**config.mk**
```make
export PLATFORM = sky130hd
export DESIGN_NAME = aip_packer
export DESIGN_NICKNAME = d
export VERILOG_FILES = /design/src/design/aip_pkg.sv /design/src/design/aip_packer.sv
export SDC_FILE = /design/constraint.sdc
export NUM_CORES = 1
export LEC_CHECK = 0
export ABC_CLOCK_PERIOD_IN_PS = 9400
export CAP_MARGIN = 10
export CORE_AREA = 3 3 267 269
export DETAILED_ROUTE_END_ITERATION = 16
export DIE_AREA = 0 0 270 272
export DONT_BUFFER_PORTS = 1
export GPL_TIMING_DRIVEN = 1
export PLACE_DENSITY_LB_ADDON = 0.25
export SLEW_MARGIN = 20
export SYNTH_ARGS = -nofsm -noshare
export SYNTH_HDL_FRONTEND = slang
export SYNTH_SLANG_ARGS = --single-unit
```
**constraint.sdc**
```tcl
create_clock -name core_clk -period 9.4 [get_ports core_clk]
set_clock_uncertainty 0.2 [all_clocks]
set_input_delay 0.94 -clock core_clk [delete_from_list [all_inputs] [get_ports core_clk]]
set_output_delay 0.94 -clock core_clk [all_outputs]
set_load 0.05 [all_outputs]
```
**src/design/aip_pkg.sv**
```systemverilog
// Constants, register map and carrier types of the analog input image packer
// Overview of operation
// RQ1 - Bit 0 of the standard word is the channel's underrange flag.
// RQ2 - Bit 1 of the standard word is the overrange flag, right after underrange.
// RQ3 - Bits 3:2 of the standard word hold the first limit comparison result.
// RQ4 - Bits 5:4 of the standard word hold the second limit comparison result.
// RQ5 - Two then six padding bits follow the limit fields and always read as zero.
// RQ6 - Bit 14 of the standard word is the data-invalid flag, after the padding.
// RQ7 - Bit 15 of the standard word is the update toggle, right after the invalid flag.
// RQ8 - Bits 31:16 hold the 16-bit measured value, the ninth and last entry.
// RQ9 - The data-invalid flag is set when a sample could not be acquired and cleared otherwise.
// RQ10 - The update toggle inverts each time fresh data is written into the image.
// RQ11 - Standard and compact images of a channel are never enabled together; list is read-only.
// RQ12 - Channel c owns image numbers 2c+1 (standard) and 2c+2 (compact), 13/14 and 15/16 for 7/8.
// RQ13 - The compact image holds only the 16-bit measured value.
// RQ14 - Standard entries pack from bit 0 upward into exactly one 32-bit word per channel.
package aip_pkg;

  localparam int NUM_CH = 8;
  localparam int VALUE_W = 16;

  // Register byte addresses
  localparam logic [7:0] SEL_OFFS = 8'h00;
  localparam logic [7:0] IRQ_STAT_OFFS = 8'h04;
  localparam logic [7:0] IRQ_MASK_OFFS = 8'h08;
  localparam logic [7:0] EXCL_BASE = 8'h20;
  localparam logic [7:0] STD_BASE = 8'h40;
  localparam logic [7:0] CMP_BASE = 8'h60;

  // Reset values
  localparam logic [31:0] SEL_RST = 32'h0000_0000;
  localparam logic [31:0] MASK_RST = 32'h0000_0000;

  // Image numbering: standard image of channel c is IMG_FIRST + 2c
  localparam logic [7:0] IMG_FIRST = 8'h01;

  localparam logic [1:0] RESP_OKAY = 2'h0;
  localparam logic [1:0] RESP_SLVERR = 2'h2;

  // Standard image, packed from bit 0 upward
  typedef struct packed {
    logic [VALUE_W-1:0] value;
    logic update_toggle_bit;
    logic data_invalid_flag;
    logic [5:0] pad6;
    logic [1:0] pad2;
    logic [1:0] limit2;
    logic [1:0] limit1;
    logic overrange;
    logic underrange;
  } aip_std_s;

  // One sample from the conversion logic
  typedef struct packed {
    logic valid;
    logic acq_err;
    logic underrange;
    logic overrange;
    logic [1:0] limit1;
    logic [1:0] limit2;
    logic [VALUE_W-1:0] value;
  } aip_sample_s;

  typedef struct packed {
    logic awvalid;
    logic [7:0] awaddr;
    logic wvalid;
    logic [31:0] wdata;
    logic [3:0] wstrb;
    logic bready;
    logic arvalid;
    logic [7:0] araddr;
    logic rready;
  } aip_axi_req_s;

  typedef struct packed {
    logic awready;
    logic wready;
    logic bvalid;
    logic [1:0] bresp;
    logic arready;
    logic rvalid;
    logic [31:0] rdata;
    logic [1:0] rresp;
  } aip_axi_rsp_s;

endpackage

```
**src/design/aip_packer.sv**
```systemverilog
// Analog input image packer with AXI4-Lite register access and interrupt
module aip_packer import aip_pkg::*; (
  // Clock and reset
  input wire logic core_clk,
  input wire logic rst,
  // Samples from the conversion logic, one per channel
  input aip_sample_s [NUM_CH-1:0] sample_i,
  // Register bus
  input aip_axi_req_s axi_req_i,
  output aip_axi_rsp_s axi_rsp_o,
  // Cyclic images toward the fieldbus side
  output aip_std_s [NUM_CH-1:0] std_img_o,
  output logic [NUM_CH-1:0][VALUE_W-1:0] cmp_img_o,
  output logic [NUM_CH-1:0] std_en_o,
  output logic [NUM_CH-1:0] cmp_en_o,
  // Interrupt
  output logic irq_o
);

  aip_std_s [NUM_CH-1:0] std_q;
  logic [NUM_CH-1:0][VALUE_W-1:0] cmp_q;
  logic [2*NUM_CH-1:0] sel_q;
  logic [2*NUM_CH-1:0] sel_wr;
  logic [2*NUM_CH-1:0] sel_merged;
  logic [31:0] mask_q;
  logic [31:0] stat_q;
  logic [31:0] stat_set;
  logic [31:0] stat_clr;
  logic bvalid_q;
  logic [1:0] bresp_q;
  logic rvalid_q;
  logic [31:0] rdata_q;
  logic [1:0] rresp_q;
  logic wr_fire;
  logic rd_fire;
  logic [31:0] wr_mask;
  logic [31:0] rd_data;
  logic rd_hit;
  logic wr_hit;
  logic [7:0] rd_idx;

  // Image packing per channel
  for (genvar c = 0; c < NUM_CH; c++) begin : g_ch
    always_ff @(posedge core_clk or posedge rst) begin
      if (rst) begin
        std_q[c] <= '0;
      end else if (sample_i[c].valid) begin
        std_q[c].underrange <= sample_i[c].underrange; // [RQ1]
        std_q[c].overrange <= sample_i[c].overrange; // [RQ2]
        std_q[c].limit1 <= sample_i[c].limit1; // [RQ3]
        std_q[c].limit2 <= sample_i[c].limit2; // [RQ4]
        std_q[c].pad2 <= '0; // [RQ5]
        std_q[c].pad6 <= '0; // [RQ5]
        std_q[c].data_invalid_flag <= sample_i[c].acq_err; // [RQ6] [RQ9]
        std_q[c].update_toggle_bit <= ~std_q[c].update_toggle_bit; // [RQ7] [RQ10]
        std_q[c].value <= sample_i[c].value; // [RQ8] [RQ14]
      end
    end

    always_ff @(posedge core_clk or posedge rst) begin
      if (rst) begin
        cmp_q[c] <= '0;
      end else if (sample_i[c].valid) begin
        cmp_q[c] <= sample_i[c].value; // [RQ13]
      end
    end

    // Event bits: new sample in 7:0, failed acquisition in 15:8
    assign stat_set[c] = sample_i[c].valid;
    assign stat_set[NUM_CH+c] = sample_i[c].valid & sample_i[c].acq_err;

    // A write that selects both images of a channel keeps that channel as it was
    assign sel_wr[2*c+:2] = (&sel_merged[2*c+:2]) ? sel_q[2*c+:2] : sel_merged[2*c+:2]; // [RQ11]
  end
  assign stat_set[31:2*NUM_CH] = '0;

  // Kept as a net so each channel's pick follows every change of the bus and the register
  assign sel_merged = (sel_q & ~wr_mask[2*NUM_CH-1:0])
    | (axi_req_i.wdata[2*NUM_CH-1:0] & wr_mask[2*NUM_CH-1:0]);

  assign std_img_o = std_q;
  assign cmp_img_o = cmp_q;

  for (genvar c = 0; c < NUM_CH; c++) begin : g_en
    assign std_en_o[c] = sel_q[2*c];
    assign cmp_en_o[c] = sel_q[2*c+1];
  end

  // Write path: address and data are taken together in one beat
  assign wr_fire = axi_req_i.awvalid & axi_req_i.wvalid & ~bvalid_q;
  assign wr_hit = (axi_req_i.awaddr == SEL_OFFS) || (axi_req_i.awaddr == IRQ_MASK_OFFS);

  for (genvar b = 0; b < 4; b++) begin : g_strb
    assign wr_mask[8*b+:8] = {8{axi_req_i.wstrb[b]}};
  end

  always_ff @(posedge core_clk or posedge rst) begin
    if (rst) begin
      sel_q <= SEL_RST[2*NUM_CH-1:0];
    end else if (wr_fire && axi_req_i.awaddr == SEL_OFFS) begin
      sel_q <= sel_wr; // [RQ11]
    end
  end

  always_ff @(posedge core_clk or posedge rst) begin
    if (rst) begin
      mask_q <= MASK_RST;
    end else if (wr_fire && axi_req_i.awaddr == IRQ_MASK_OFFS) begin
      mask_q <= (mask_q & ~wr_mask) | (axi_req_i.wdata & wr_mask);
    end
  end

  always_ff @(posedge core_clk or posedge rst) begin
    if (rst) begin
      bvalid_q <= 1'b0;
      bresp_q <= RESP_OKAY;
    end else if (wr_fire) begin
      bvalid_q <= 1'b1;
      bresp_q <= wr_hit ? RESP_OKAY : RESP_SLVERR;
    end else if (axi_req_i.bready) begin
      bvalid_q <= 1'b0;
    end
  end

  // Read path
  assign rd_fire = axi_req_i.arvalid & ~rvalid_q;
  assign rd_idx = {5'h00, axi_req_i.araddr[4:2]};

  always_comb begin
    rd_data = '0;
    rd_hit = 1'b1;
    if (axi_req_i.araddr[1:0] != 2'h0) begin
      rd_hit = 1'b0;
    end else if (axi_req_i.araddr == SEL_OFFS) begin
      rd_data[2*NUM_CH-1:0] = sel_q;
    end else if (axi_req_i.araddr == IRQ_STAT_OFFS) begin
      rd_data = stat_q;
    end else if (axi_req_i.araddr == IRQ_MASK_OFFS) begin
      rd_data = mask_q;
    end else if (axi_req_i.araddr[7:5] == EXCL_BASE[7:5]) begin
      // Standard image excludes its compact twin and the other way round
      rd_data[7:0] = IMG_FIRST + 8'(rd_idx << 1) + 8'h01; // [RQ11] [RQ12]
      rd_data[15:8] = IMG_FIRST + 8'(rd_idx << 1); // [RQ12]
    end else if (axi_req_i.araddr[7:5] == STD_BASE[7:5]) begin
      rd_data = std_q[rd_idx[2:0]];
    end else if (axi_req_i.araddr[7:5] == CMP_BASE[7:5]) begin
      rd_data[VALUE_W-1:0] = cmp_q[rd_idx[2:0]];
    end else begin
      rd_hit = 1'b0;
    end
  end

  always_ff @(posedge core_clk or posedge rst) begin
    if (rst) begin
      rvalid_q <= 1'b0;
      rdata_q <= '0;
      rresp_q <= RESP_OKAY;
    end else if (rd_fire) begin
      rvalid_q <= 1'b1;
      rdata_q <= rd_data;
      rresp_q <= rd_hit ? RESP_OKAY : RESP_SLVERR;
    end else if (axi_req_i.rready) begin
      rvalid_q <= 1'b0;
    end
  end

  // Read of the status register clears what it returned; a new event wins
  assign stat_clr = (rd_fire && axi_req_i.araddr == IRQ_STAT_OFFS) ? stat_q : '0;

  always_ff @(posedge core_clk or posedge rst) begin
    if (rst) begin
      stat_q <= '0;
    end else begin
      stat_q <= (stat_q & ~stat_clr) | stat_set;
    end
  end

  assign irq_o = |(stat_q & mask_q);

  always_comb begin
    axi_rsp_o = '0;
    axi_rsp_o.awready = wr_fire;
    axi_rsp_o.wready = wr_fire;
    axi_rsp_o.bvalid = bvalid_q;
    axi_rsp_o.bresp = bresp_q;
    axi_rsp_o.arready = ~rvalid_q;
    axi_rsp_o.rvalid = rvalid_q;
    axi_rsp_o.rdata = rdata_q;
    axi_rsp_o.rresp = rresp_q;
  end
endmodule

```
* Word-level counts from Yosys, hierarchy flattened
Index checks and enable logic that the tools add are counted.
Storage, ports and cells: bits in registers 310, bits of input ports 251, output and inout port bits 442, word-level logic and storage cells 175
Operators by class: $add $sub $neg 2, magnitude comparators 1, equal/unequal tests 6, mux-type cells 28, bitwise gates (word level) 41, reduce and logical (&&, ||, !) cells 26
Operators by type and width (number):
- $mux W32 | 5
- $and A32 B32 Y32 | 4
- $mux W16 | 8
- $bmux W32 S3 | 1
- $not A32 Y32 | 2
- $bmux W16 S3 | 1
- $and A16 B16 Y16 | 2
- $or A32 B16 Y32 | 1
- $or A32 B32 Y32 | 1
- $reduce_and A2 Y1 | 16
- $reduce_or A32 Y1 | 1
- $not A1 Y1 | 18
- $eq A8 B4 Y1 const B | 2
- $logic_not A8 Y1 | 2
- $not A16 Y16 | 1
- $or A16 B16 Y16 | 1
- $and A1 B1 Y1 | 11
- $mux W1 | 11
- $add A8 B1 Y8 const B | 1
- $eq A8 B3 Y1 const B | 1
- $eq A3 B2 Y1 const B | 2
- $reduce_bool A2 Y1 | 3
- $add A1 B4 Y5 const A | 1
- $lt A3 B4 Y1 const B | 1
- other kinds (4) | 7

* Logic depth before layout (Yosys ltp)
depth in word-level cells 9, depth in mapped cells 13

* Worst setup path after synthesis
No wires, ideal clock.
path kind input -> register, start in axi_req_i[4] (netlist name), end reg rdata_q[20], data arrival time 2.881 ns, required time 9.079 ns, setup slack 6.198 ns, stages 12, path through buf_6 buf_6 buf_6 buf_4 inv_1 ha_1 buf_2 buf_1 nand3_1 clkbuf_1 o211ai_1 nand2_1
On the way: longest elaborated chain between the ends 8, elaborated cells between the ends (all ways) 11
RTL lines:
- start, declared | line aip_packer.sv:9 | input aip_axi_req_s axi_req_i,
- $bmux W32 S3 | line aip_packer.sv:145 | rd_data = std_q[rd_idx[2:0]];
- $mux W32 (implied by the code) | line aip_packer.sv:145
- $mux W16 | line aip_packer.sv:144 | end else if (axi_req_i.araddr[7:5] == STD_BASE[7:5]) begin
- $mux W16 | line aip_packer.sv:140 | end else if (axi_req_i.araddr[7:5] == EXCL_BASE[7:5]) begin
- $mux W32 | line aip_packer.sv:138 | end else if (axi_req_i.araddr == IRQ_MASK_OFFS) begin
- $mux W32 | line aip_packer.sv:136 | end else if (axi_req_i.araddr == IRQ_STAT_OFFS) begin
- $mux W16 * | line aip_packer.sv:134 | end else if (axi_req_i.araddr == SEL_OFFS) begin
- $mux W32 * | line aip_packer.sv:132 | if (axi_req_i.araddr[1:0] != 2'h0) begin
- end signal, assigned | line aip_packer.sv:160 | rdata_q <= rd_data;
- end, declared | line aip_packer.sv:32 | logic [31:0] rdata_q;
Mark *: on every way between the ends. The rest lies on a longest branch, timed or not. The select of a mux whose other input is x is not followed. A chain may end at the register's enable or synchronous reset.

==> results.toml <==
[floorplanning]
die_w_microns = 270
initial_utilization_pct = 22.6
core_area_sq_um = 68800
row_count = 96
die_h_microns = 272
ios = 693
die_area_sq_um = 73400

[layout]
final_layout_size_suffix_gt1_share_pct = 30.5
fin_nets = 1354
final_cells = 2059
area_growth_pct = 6.29
finish.utilization_pct = 24.0
fillCellCount = 7285

[synthesis]
ys_ff_latch = 308
ys_warn_count = 0
syn_area_sq_um = 15500
synth_edf_count = 0
yosys-top-cells-area = "dfrtp_1, mux2_2, buf_4"
synthArstFlopShare_pct = 100
synth_cell_types = 62
syn_inst = 1248
seq_area_frac_synth_pct = 49.6
synth_top_area_share_pct = 49.6
yosys-top-cells-count = "dfrtp_1, mux2_2, buf_4"
yosysMostFrequentCell = "dfrtp_1"
yosys.area.top_type = "dfrtp_1"
synth_area_per_cell_sq_um = 12.4
synth-main-ff-cell = "dfrtp_1"

[clock_network]
cts.htree.levels = 2
cts_buffer_depth = 3
clock-sinks = 308
post_cts_buffers = 0
cts_tree = "yes"
cts_made_buffers = 38
post_cts_resize_count = 0
clk_pin_slew_ns = 0.06
clock_latency_ns = 0.57
cts_root_buf = "clkbuf_16"
cts_hold_buf = 0

[timing]
setup-tns-final_ns = 0
tightest_slew_ns = 1.15
finalCriticalPeriod_ns = 3.66
timing.final.crit_share_pct = 38.9
timing.hold.ws_ns = 0.165
drv_slew = 0
max-slew-margin-rel_pct = 22.8
setup_violations = 0
rsz0062_at_grt = "false"
hold_viol = 0
fmax_ghz = 0.274

[routing]
route.detailed.drc = 0
routedWlPerCell_microns = 32.7
avgViaCountPerCell = 4.80
routed-via-count = 9882
ant_nets = 0
drtIter0Drc = 598
drt_wl_total_microns = 67300
drtPass1Iterations = 5

[status]
status = "finished clean"

[grt]
antenna_found_initial = 12
grt_max_degree = 136
grt_first_pass_wirelength_microns = 91400
grt_usage_pct = 17.6
grt_pass1_vias = 10390
grt-ovfl-total = 0

[pwr]
p_seq_share_pct = 52.5
clkPwrFrac_pct = 37.2
combinationalPowerShare_pct = 10.3
switching_share_pct = 39.2
internal_power_uw = 2500
peakVddDrop_mv = 0.133
p_sw_uw = 1610
leakagePower_uw = 0.00679
powerDensity_nw_per_um2 = 249

[min_path]
hp-class = "primary input to async pin"

[placement]
port_buffers = 0
dp.cells = 1990
gp_congestion = 0.828
place_hpwl_microns = 50900

[critical_path]
worstPathRequired_ns = 8.26
arrival_ns = 2.52
r2r_cells = 5
path_class = "flip-flop to primary output"
end_kind = "primary output"
critPathLaunchType = "flip-flop"
worstPathMaxFanout = 3

[job]
max_cap_violations = 0
## routing by layer
layer / share of wire [%] / track usage (%)
met2: 51 / 31.3
met3: 8.4 / 5.92
met4: 2.0 / 3.68
met1: 38 / 20.6
met5: 0.055 / 0
## power by group through the flow
stage | Combinational (uW) | Clock (uW) | Sequential [uW]
3_3_place_gp | 428 | 0 | 2190
5_1_grt | 454 | 1640 | 2180
4_1_cts | 433 | 1580 | 2170
6_report | 422 | 1530 | 2160
2_1_floorplan | 633 | 0 | 1910
3_5_place_dp | 432 | 0 | 2190
## cell families (layout without fill, tap and decap cells)
family	Yosys count	in the layout	share of synthesized area (%)
compound gates	199	199	8.70
xor+xnor	9	9	0.508
fa+ha+maj	4	4	0.322
buf+inv	275	87	12.0
flops	308	308	49.6
mux	285	285	23.4
other cells	1	69	0.0242
simple gates	167	167	5.37
## final cells by class
class	instances	area, sq um	area share (%)
clock inverters	11	179	1.08
repair buffers	15	125	0.758
diodes	3	7.51	0.0455
well taps	931	1160	7.06
inverters	6	26.3	0.159
flip-flops and latches	308	7710	46.7
clock buffers	55	1100	6.64
multi-input cells	730	6190	37.5
## path summary, 6_finish.rpt
path	from	end	slack, ns
max in group asynchronous	rst	cmp_img_o[98]	6.80
setup / recovery	flip-flop	irq_o	5.75
setup reg to reg	bvalid_q	flip-flop	6.15
min in group core_clk	sample_i[143]	std_img_o[175]	0.26
hold / removal	rst	bresp_q[1]	0.17
hold reg to reg	stat_q[2]	stat_q[2]	0.31
## stage by stage
stage	power (uW)	setup slack (ns)	cell area, sq um
3_3_place_gp	2620	5.91	15200
4_1_cts	4190	5.68	16500
2_1_floorplan	2540	4.16	15800
6_report	4120	5.75	16500
5_1_grt	4270	5.68	16500
3_5_place_dp	2630	5.85	15200
## placed cells by master, fill, tap and decap left out, drive strengths merged, types with 6 or more instances in the layout
cell type / n
dfrtp: 308
mux2: 221
conb: 66
nand2: 59
clkbuf: 55
o21ai: 46
nor2: 45
a21oi: 42
mux4: 40
mux2i: 24
and2: 20
o22a: 19
a22oi: 18
buf: 15
a22o: 11
a21o: 10
xor2: 9
a221oi: 8
o221ai: 7
nor2b: 7
nand2b: 6
o22ai: 6
nor3: 6
nand3: 6
inv: 6
## worst max-delay path: stages (launching register included)
cell,delay [ns]
dfrtp_1,0.47
a22o_1,0.23
a221oi_1,0.30
nand3_1,0.14
or4_1,0.81
(Power assumes the default switching activity.)
